[src/shared/dsx_consts.vh]
`ifndef DSX_CONSTS_VH
`define DSX_CONSTS_VH

// Address decoration
`define DSX_REGION_HI 31
`define DSX_REGION_LO 29
`define DSX_REGION_PERIPH 3'h2
`define DSX_OP_HI 28
`define DSX_OP_LO 26
`define DSX_OP_XOR 3'h3
`define DSX_BFI_BIT 28
`define DSX_LSB_HI 27
`define DSX_LSB_LO 23
`define DSX_WM1_HI 22
`define DSX_WM1_LO 19

// Decoration strip masks
`define DSX_XOR_ADDR_MASK 32'he00fffff
`define DSX_BFI_ADDR_MASK 32'he007ffff

// Bus transfer codes
`define DSX_TRANS_IDLE 2'h0
`define DSX_TRANS_NONSEQ 2'h2
`define DSX_SIZE_BYTE 3'h0
`define DSX_SIZE_HALF 3'h1
`define DSX_SIZE_WORD 3'h2

// Reset values
`define DSX_RST_ADDR 32'h00000000
`define DSX_RST_DATA 32'h00000000

`endif

[src/dsx_bit_manip_engine.v]
// Functional notes
// - Decorated XOR store: read target, XOR with write data, write back atomically.
// - Read and write use the master's write size: byte, halfword or word.
// - XOR decoded when addr[31:29]=010 and addr[28:26]=011; unused bits ignored.
// - XOR real address is decorated address ANDed with e00fffff.
// - Cycle x: forward address, decode, turn write into read, capture attributes.
// - Cycle x+1: reissue captured address and attributes as a write.
// - Cycle x+1 data phase: combine read data with write data, register result.
// - Cycle x+2 data phase: drive registered result as the write data.
// - Field insert decoded on addr[28]; LSB in 27:23, width-1 in 22:19.
// - Field insert real address is decorated address ANDed with e007ffff.
// - Mask of w+1 ones shifted by b; clear masked bits, OR masked write data.
// - Width-minus-one of zero inserts a single bit.
// - Field bits beyond the container width are dropped.
// - Slave wait states stall the master cycle for cycle.
// - Address and data phases are pipelined.
`include "dsx_consts.vh"
`default_nettype none

module dsx_bit_manip_engine
(
  input wire core_clk,
  input wire rstn,
  input wire [31:0] up_haddr,
  input wire [1:0] up_htrans,
  input wire up_hwrite,
  input wire [2:0] up_hsize,
  input wire [3:0] up_hprot,
  input wire [31:0] up_hwdata,
  output reg [31:0] up_hrdata,
  output reg up_hready,
  output reg up_hresp,
  output reg [31:0] dn_haddr,
  output reg [1:0] dn_htrans,
  output reg dn_hwrite,
  output reg [2:0] dn_hsize,
  output reg [3:0] dn_hprot,
  output reg dn_hmastlock,
  output reg [31:0] dn_hwdata,
  input wire [31:0] dn_hrdata,
  input wire dn_hready,
  input wire dn_hresp
);

  localparam [1:0] ST_PASS = 2'h0;
  localparam [1:0] ST_READ = 2'h1;
  localparam [1:0] ST_WRITE = 2'h2;

  reg [1:0] state_reg;
  reg [1:0] state_next;
  reg [31:0] addr_reg;
  reg [2:0] size_reg;
  reg [3:0] prot_reg;
  reg bfi_reg;
  reg [4:0] lsb_reg;
  reg [3:0] wm1_reg;
  reg [31:0] result_reg;
  reg [31:0] result_next;

  wire periph_hit;
  wire xor_hit;
  wire bfi_hit;
  wire size_ok;
  wire addr_accept;
  wire decorated_store;
  wire [31:0] strip_addr;
  wire [31:0] rd_container;
  wire [31:0] wr_container;
  wire [31:0] field_mask;
  wire [31:0] modified;

  // Right-align the active lanes of a bus word
  function [31:0] lane_extract;
    input [31:0] data;
    input [2:0] size;
    input [1:0] addr_lo;
    begin
      if (size == `DSX_SIZE_BYTE)
      begin
        case (addr_lo)
          2'h0: lane_extract = {24'h000000, data[7:0]};
          2'h1: lane_extract = {24'h000000, data[15:8]};
          2'h2: lane_extract = {24'h000000, data[23:16]};
          default: lane_extract = {24'h000000, data[31:24]};
        endcase
      end
      else if (size == `DSX_SIZE_HALF)
      begin
        if (addr_lo[1])
          lane_extract = {16'h0000, data[31:16]};
        else
          lane_extract = {16'h0000, data[15:0]};
      end
      else
      begin
        lane_extract = data;
      end
    end
  endfunction

  // Spread a right-aligned container over every lane
  function [31:0] lane_replicate;
    input [31:0] data;
    input [2:0] size;
    begin
      if (size == `DSX_SIZE_BYTE)
        lane_replicate = {4{data[7:0]}};
      else if (size == `DSX_SIZE_HALF)
        lane_replicate = {2{data[15:0]}};
      else
        lane_replicate = data;
    end
  endfunction

  // Field mask clipped to the container
  function [31:0] build_mask;
    input [2:0] size;
    input [4:0] lsb;
    input [3:0] wm1;
    reg [4:0] width;
    reg [31:0] ones;
    reg [31:0] shifted;
    reg [3:0] wm_eff;
    begin
      // Byte stores carry only three width bits; bit 22 is don't-care there
      if (size == `DSX_SIZE_BYTE)
        wm_eff = {1'b0, wm1[2:0]};
      else
        wm_eff = wm1;
      width = {1'b0, wm_eff} + 5'h01;
      ones = (32'h00000001 << width) - 32'h00000001;
      // Bits shifted past the container fall off, which clips the field
      if (size == `DSX_SIZE_BYTE)
      begin
        shifted = ones << lsb[2:0];
        build_mask = {24'h000000, shifted[7:0]};
      end
      else if (size == `DSX_SIZE_HALF)
      begin
        shifted = ones << lsb[3:0];
        build_mask = {16'h0000, shifted[15:0]};
      end
      else
      begin
        shifted = ones << lsb;
        build_mask = shifted;
      end
    end
  endfunction

  // Decorated loads and other decorations are passed untouched
  assign periph_hit = (up_haddr[`DSX_REGION_HI:`DSX_REGION_LO] == `DSX_REGION_PERIPH);
  assign xor_hit = periph_hit && (up_haddr[`DSX_OP_HI:`DSX_OP_LO] == `DSX_OP_XOR);
  assign bfi_hit = periph_hit && up_haddr[`DSX_BFI_BIT];
  // Sizes above a word are never decorated
  assign size_ok = (up_hsize == `DSX_SIZE_BYTE) || (up_hsize == `DSX_SIZE_HALF)
    || (up_hsize == `DSX_SIZE_WORD);
  assign addr_accept = up_htrans[1] && up_hready;
  assign decorated_store = addr_accept && up_hwrite && size_ok && (xor_hit || bfi_hit);
  assign strip_addr = bfi_hit ? (up_haddr & `DSX_BFI_ADDR_MASK)
    : (up_haddr & `DSX_XOR_ADDR_MASK);

  assign rd_container = lane_extract(dn_hrdata, size_reg, addr_reg[1:0]);
  assign wr_container = lane_extract(up_hwdata, size_reg, addr_reg[1:0]);
  assign field_mask = build_mask(size_reg, lsb_reg, wm1_reg);
  assign modified = bfi_reg ? ((rd_container & ~field_mask) | (wr_container & field_mask))
    : (rd_container ^ wr_container);

  // Address phase toward the slave
  always @*
  begin
    dn_haddr = up_haddr;
    dn_htrans = up_htrans;
    dn_hwrite = up_hwrite;
    dn_hsize = up_hsize;
    dn_hprot = up_hprot;
    dn_hmastlock = 1'b0;
    if (state_reg == ST_READ)
    begin
      dn_haddr = addr_reg;
      dn_hwrite = 1'b1;
      dn_hsize = size_reg;
      dn_hprot = prot_reg;
      // Lock spans read and write-back so no other master slips between
      dn_hmastlock = 1'b1;
      // Cancel the write if the read is being errored
      dn_htrans = dn_hresp ? `DSX_TRANS_IDLE : `DSX_TRANS_NONSEQ;
    end
    else if (decorated_store)
    begin
      dn_haddr = strip_addr;
      dn_hwrite = 1'b0;
      dn_hmastlock = 1'b1;
    end
  end

  // Data phase and handshakes
  always @*
  begin
    dn_hwdata = up_hwdata;
    up_hrdata = dn_hrdata;
    up_hresp = dn_hresp;
    up_hready = dn_hready;
    if (state_reg == ST_READ)
    begin
      // Only an error ends the master transfer here
      up_hready = dn_hready && dn_hresp;
      // Read word only feeds the merge, never the master
      up_hrdata = `DSX_RST_DATA;
    end
    else if (state_reg == ST_WRITE)
    begin
      dn_hwdata = result_reg;
    end
  end

  always @*
  begin
    state_next = state_reg;
    result_next = result_reg;
    case (state_reg)
      ST_PASS:
      begin
        if (decorated_store)
          state_next = ST_READ;
      end
      ST_READ:
      begin
        if (dn_hready)
        begin
          if (dn_hresp)
          begin
            state_next = ST_PASS;
          end
          else
          begin
            result_next = lane_replicate(modified, size_reg);
            state_next = ST_WRITE;
          end
        end
      end
      ST_WRITE:
      begin
        if (dn_hready)
        begin
          // Write-back slot doubles as the next store's read stage
          if (decorated_store)
            state_next = ST_READ;
          else
            state_next = ST_PASS;
        end
      end
      default:
      begin
        state_next = ST_PASS;
      end
    endcase
  end

  // Result stands until the write-back data phase is accepted
  always @(posedge core_clk or negedge rstn)
  begin
    if (!rstn)
    begin
      state_reg <= ST_PASS;
      result_reg <= `DSX_RST_DATA;
    end
    else
    begin
      state_reg <= state_next;
      result_reg <= result_next;
    end
  end

  // Decoration capture at cycle x
  always @(posedge core_clk or negedge rstn)
  begin
    if (!rstn)
    begin
      addr_reg <= `DSX_RST_ADDR;
      size_reg <= `DSX_SIZE_BYTE;
      prot_reg <= 4'h0;
      bfi_reg <= 1'b0;
      lsb_reg <= 5'h00;
      wm1_reg <= 4'h0;
    end
    // Never while reading, so a pending write-back keeps its target
    else if (decorated_store && (state_reg != ST_READ))
    begin
      addr_reg <= strip_addr;
      size_reg <= up_hsize;
      prot_reg <= up_hprot;
      bfi_reg <= bfi_hit;
      lsb_reg <= up_haddr[`DSX_LSB_HI:`DSX_LSB_LO];
      wm1_reg <= up_haddr[`DSX_WM1_HI:`DSX_WM1_LO];
    end
  end

endmodule // dsx_bit_manip_engine

`default_nettype wire

[config.mk]
export PLATFORM = sky130hd
export DESIGN_NAME = dsx_bit_manip_engine
export DESIGN_NICKNAME = d
export VERILOG_FILES = /design/src/dsx_bit_manip_engine.v
export VERILOG_INCLUDE_DIRS = /design/src /design/src/shared
export SDC_FILE = /design/constraint.sdc
export NUM_CORES = 1
export LEC_CHECK = 0
export BUFFER_PORTS_ARGS = -buffer_cell sky130_fd_sc_hd__buf_2
export CELL_PAD_IN_SITES_DETAIL_PLACEMENT = 1
export CELL_PAD_IN_SITES_GLOBAL_PLACEMENT = 1
export CORE_ASPECT_RATIO = 1.4
export CORE_UTILIZATION = 40
export DETAILED_ROUTE_END_ITERATION = 8
export GPL_TIMING_DRIVEN = 0
export PLACE_DENSITY_LB_ADDON = 0.1
export RECOVER_POWER = 25
export SETUP_SLACK_MARGIN = 0.1
export SYNTH_ARGS = -nofsm -noshare
export SYNTH_HDL_FRONTEND = slang
export SYNTH_SLANG_ARGS = --single-unit
export TNS_END_PERCENT = 100
[constraint.sdc]
create_clock -name core_clk -period 4.42 [get_ports core_clk]
set_input_delay 0 -clock core_clk [delete_from_list [all_inputs] [get_ports core_clk]]
set_output_delay 0 -clock core_clk [all_outputs]
set_load 0.02 [all_outputs]
==> metrics.md <==
| Metric | Value |
|---|---|
| Post-Syn Area per Cell | `8.04 sq um` |
| # diodes | `0` |
| Area growth from synthesis to layout | `28.5%` |
| Power share of the combinational group | `51.1%` |
| DRT iter0 DRCs | `809` |
| Internal power contribution | `1.96 mW` |
| Share of Yosys cell area claimed by the top area cell type | `21.3%` |
| Depth of the worst register-to-register path | `16` |
| FMAX | `234 MHz` |
| Die Ht | `176 um` |
| Routed len/inst | `26.1 um` |
| Critical R2R Capture | `result_reg[29]` |
| PnR worst setup slack | `0.155 ns` |
| Max Used Layer | `met4` |
| Switching power | `1.62 mW` |
| Total non-filler cell area in the finished layout | `11200 sq um` |
| Status | `finished, violations left` |
| Class of the most critical setup path | `reg -> reg` |
| Share of the core filled with cells | `52.6%` |
| Most frequent standard cell in the layout excluding fill and tap cells | `sky130_fd_sc_hd__buf_2` |
| Number of antenna violations at the first check in global routing | `0` |
| Share of cells above drive strength 1 | `33.4%` |
| Number of distinct library cell variants in the gate-level netlist after synthesis | `108` |
| Worst Skew | `0.0122 ns` |
| Crit-path max cell delay | `0.46 ns` |
| Clock transition at the registers of the reported paths | `0.07 ns` |
| Total half-perimeter wirelength after legalization and detailed placement | `31.3 mm` |
| Leakage dissipation | `4.80 nW` |
| Headroom to the max-slew limit | `-47.8%` |
| Top-Level Pins | `219` |
| Worst-case vdd ir drop | `212 uV` |
| Sequential Power Share | `25.8%` |
| Via count of the first global-routing pass | `10642` |
| Post-synthesis cell count | `1081` |
| Cell Pwr Density | `321 nW/um^2` |
| TritonCTS Buffers | `9` |
| RD Place Congestion | `0.964` |
| Post-synthesis instance area | `8690 sq um` |
| Number of optimization iterations in the first detailed-route pass | `5` |
| Category of the worst setup path capture point | `flop` |
| Post-synth EDFFs | `0` |
| MaxCap Viol Count | `2` |
| Max Slew Vio Count | `77` |
| Failing checks | `capacitance limit, slew limit` |
| Port Buffer Count | `217` |
| Largest delay share family, worst path | `compound AO/OA/AOI/OAI gates` |
| Minimum period implied by the final worst setup slack | `4.26 ns` |
| Total setup violations reported at the end of the flow | `0` |
| Logic depth of the worst setup path including buffers | `16` |
| Fraction of the yosys area taken by sequential cells | `21.3%` |
| Root buffer cell | `sky130_fd_sc_hd__clkbuf_16` |
| Chain of cells forming the critical path | `buf_6, o31a_4, buf_8, buf_6, or4_4, ha_4, clkbuf_8, nand2b_2, o41ai_4, buf_4, o21a_1, o31ai_1, mux2i_1, o211ai_1, o21a_1, a31oi_1` |
| All-layer global routing usage | `38.2%` |
| Number of buffer and inverter stages on the critical path | `5` |
| Post-layout net count | `1473` |
| Met1 wire length | `16.3 mm` |
| CTS tree | `done` |
| Placed cell areas | `10100 sq um` |
| Worst Setup SP | `size_reg[1]` |
| Via count | `10586` |
| Clock Sinks | `74` |
| Share of synthesized flip-flops with an asynchronous set or reset | `100%` |
| Worst Hold Depth | `3` |
| Share of power burned in the clock network | `23.1%` |
| Arr. time, crit path | `4.51 ns` |
| Post-synthesis cell type with the largest combined area | `sky130_fd_sc_hd__dfrtp_1` |
| Synth Warn # | `0` |
| Final wirelength | `42.5 mm` |
| DR DRC count | `0` |
| Unrepaired setup endpoints after global routing | `true` |
| Starting utilization of the core area | `41.0%` |
| Top library cells by usage in the layout, fill and taps aside | `235 x sky130_fd_sc_hd__buf_2, 181 x sky130_fd_sc_hd__nand2_1, 76 x sky130_fd_sc_hd__nor2_1` |
| Worst-case setup slack after placement | `-0.468 ns` |
| Die outline area | `22300 sq um` |
| Number of nets produced by synthesis | `1192` |
| Final total negative setup slack | `0 ns` |
| Required time worst endpoint | `4.66 ns` |
| Final count of hold timing violations | `0` |
| Width of the die | `127 um` |
| Crit Path Max Fanout | `10` |
| Count of standard-cell rows | `63` |
| Worst setup path end | `result_reg[29]` |
| Met3 WL | `2.68 mm` |
| Detail Route Antenna Nets | `0` |
| Max reg flops | `32` |
| Core box area | `21200 sq um` |
| Routed via count divided by cell count | `6.51` |
| Slowest-stage cell, CP | `sky130_fd_sc_hd__o41ai_4` |
| Clock insertion delay at the later pin of the skew report | `0.36 ns` |
| Wire length of the first global-routing pass | `64.0 mm` |
| Sw frac | `45.2%` |
| Reg-to-reg startpoint | `size_reg[1]` |
| Share of the clock period used by the worst path | `96.5%` |
| Congestion Overflow GR | `0` |
| Wire length on met2 | `21.1 mm` |
| Maximum clock path buffer count | `2` |
| Path type of the worst min-delay path | `in -> reg` |
| Worst reg2reg setup slack | `0.16 ns` |
| Dominant cells by area after synthesis | `sky130_fd_sc_hd__dfrtp_1 21%, sky130_fd_sc_hd__mux2_2 9.7%, sky130_fd_sc_hd__nand2_1 7.8%` |
| #FFs+latches synth | `74` |
| Kind of start point of the critical path | `flop` |
| Commonest register cell after synthesis | `sky130_fd_sc_hd__dfrtp_1` |
| Maximum level of the CTS H-tree | `3` |
| Pin count of the biggest net entering global routing | `40` |
| Actual transition at the worst max-transition pin | `2.22 ns` |
==> power groups by stage <==
stage | sequential [mW] | combinational [mW] | clock (mW)
floorplan | 0.895 | 1.10 | 0
global placement | 0.919 | 1.64 | 0
detailed placement | 0.926 | 1.68 | 0
CTS | 0.917 | 1.75 | 0.833
global route | 0.938 | 1.94 | 0.852
finish | 0.923 | 1.83 | 0.827
==> repair_timing <==
item | CTS | global route
cloned | 0 | 0
pin swaps | 3 | 15
endpoints found under the hold margin | 75 | 0
buffers inserted | 6 | 10
hold buffers | 36 | 0
gates resized for setup | 19 | 39
endpoints found under the setup margin | 17 | 22
==> Yosys cell counts, types with 18 or more instances <==
library cell,count
sky130_fd_sc_hd__nand2_1,181
sky130_fd_sc_hd__nor2_1,76
sky130_fd_sc_hd__mux2_2,75
sky130_fd_sc_hd__dfrtp_1,74
sky130_fd_sc_hd__and2_1,53
sky130_fd_sc_hd__a21oi_1,50
sky130_fd_sc_hd__o21ai_0,47
sky130_fd_sc_hd__clkbuf_1,41
sky130_fd_sc_hd__mux2i_1,35
sky130_fd_sc_hd__nand3_1,28
sky130_fd_sc_hd__a31oi_1,27
sky130_fd_sc_hd__nor3_1,24
sky130_fd_sc_hd__buf_2,21
sky130_fd_sc_hd__o31ai_1,18
==> worst min-delay path by stage <==
stage | from | end | slack, ns
2_1_floorplan | rstn | addr_reg[0] | -0.30
3_3_place_gp | up_haddr[21] | wm1_reg[2] | 0.25
3_5_place_dp | rstn | addr_reg[2] | 0.01
4_1_cts | up_hwdata[21] | result_reg[21] | 0.001
5_1_grt | up_hwdata[21] | result_reg[21] | 0.03
6_report | up_hwdata[16] | result_reg[16] | 0.01
==> cell families after synthesis <==
kind of cell	synth area share, %
xor+xnor	0.706
simple gates	24.9
mux	18.5
flops	21.3
buf+inv	7.68
fa+ha+maj	0.259
other cells	0.0432
compound gates	26.6
==> layout make-up <==
class	instances	area, sq um
plain buffers	95	624
clock buffers	9	225
clock inverters	7	83.8
fillers	2681	10000
inverters	15	56.3
multi-input cells	897	6420
flip-flops and latches	74	1850
well taps	260	325
repair buffers	270	1580
==> metal layers <==
| metal | GRT usage [%] | vias to the layer above |
|---|---|---|
| li1 | - | 4606 |
| met1 | 44.5 | 5305 |
| met2 | 66.6 | 521 |
| met3 | 5.61 | 154 |
| met4 | 21.9 | 0 |
| met5 | 0 | - |
==> worst reg2reg max path, stage by stage (launching register included) <==
cell and delay [ns]:
sky130_fd_sc_hd__dfrtp_1 0.37, sky130_fd_sc_hd__buf_6 0.14, sky130_fd_sc_hd__o31a_4 0.37, sky130_fd_sc_hd__buf_8 0.15
sky130_fd_sc_hd__buf_6 0.14, sky130_fd_sc_hd__or4_4 0.43, sky130_fd_sc_hd__ha_4 0.20, sky130_fd_sc_hd__clkbuf_8 0.17
sky130_fd_sc_hd__nand2b_2 0.25, sky130_fd_sc_hd__o41ai_4 0.46, sky130_fd_sc_hd__buf_4 0.19, sky130_fd_sc_hd__o21a_1 0.20
sky130_fd_sc_hd__o31ai_1 0.11, sky130_fd_sc_hd__mux2i_1 0.15, sky130_fd_sc_hd__o211ai_1 0.44, sky130_fd_sc_hd__o21a_1 0.26
sky130_fd_sc_hd__a31oi_1 0.11
==> through the flow <==
stage,instances,hold slack [ns],power (mW)
floorplan,1081,-0.296,1.99
global placement,1558,0.247,2.56
finish,1627,0.0123,3.58
CTS,1617,0.00112,3.50
detailed placement,1559,0.0121,2.60
global route,1627,0.0304,3.73
No activity file was read; power rests on OpenSTA's default activity.
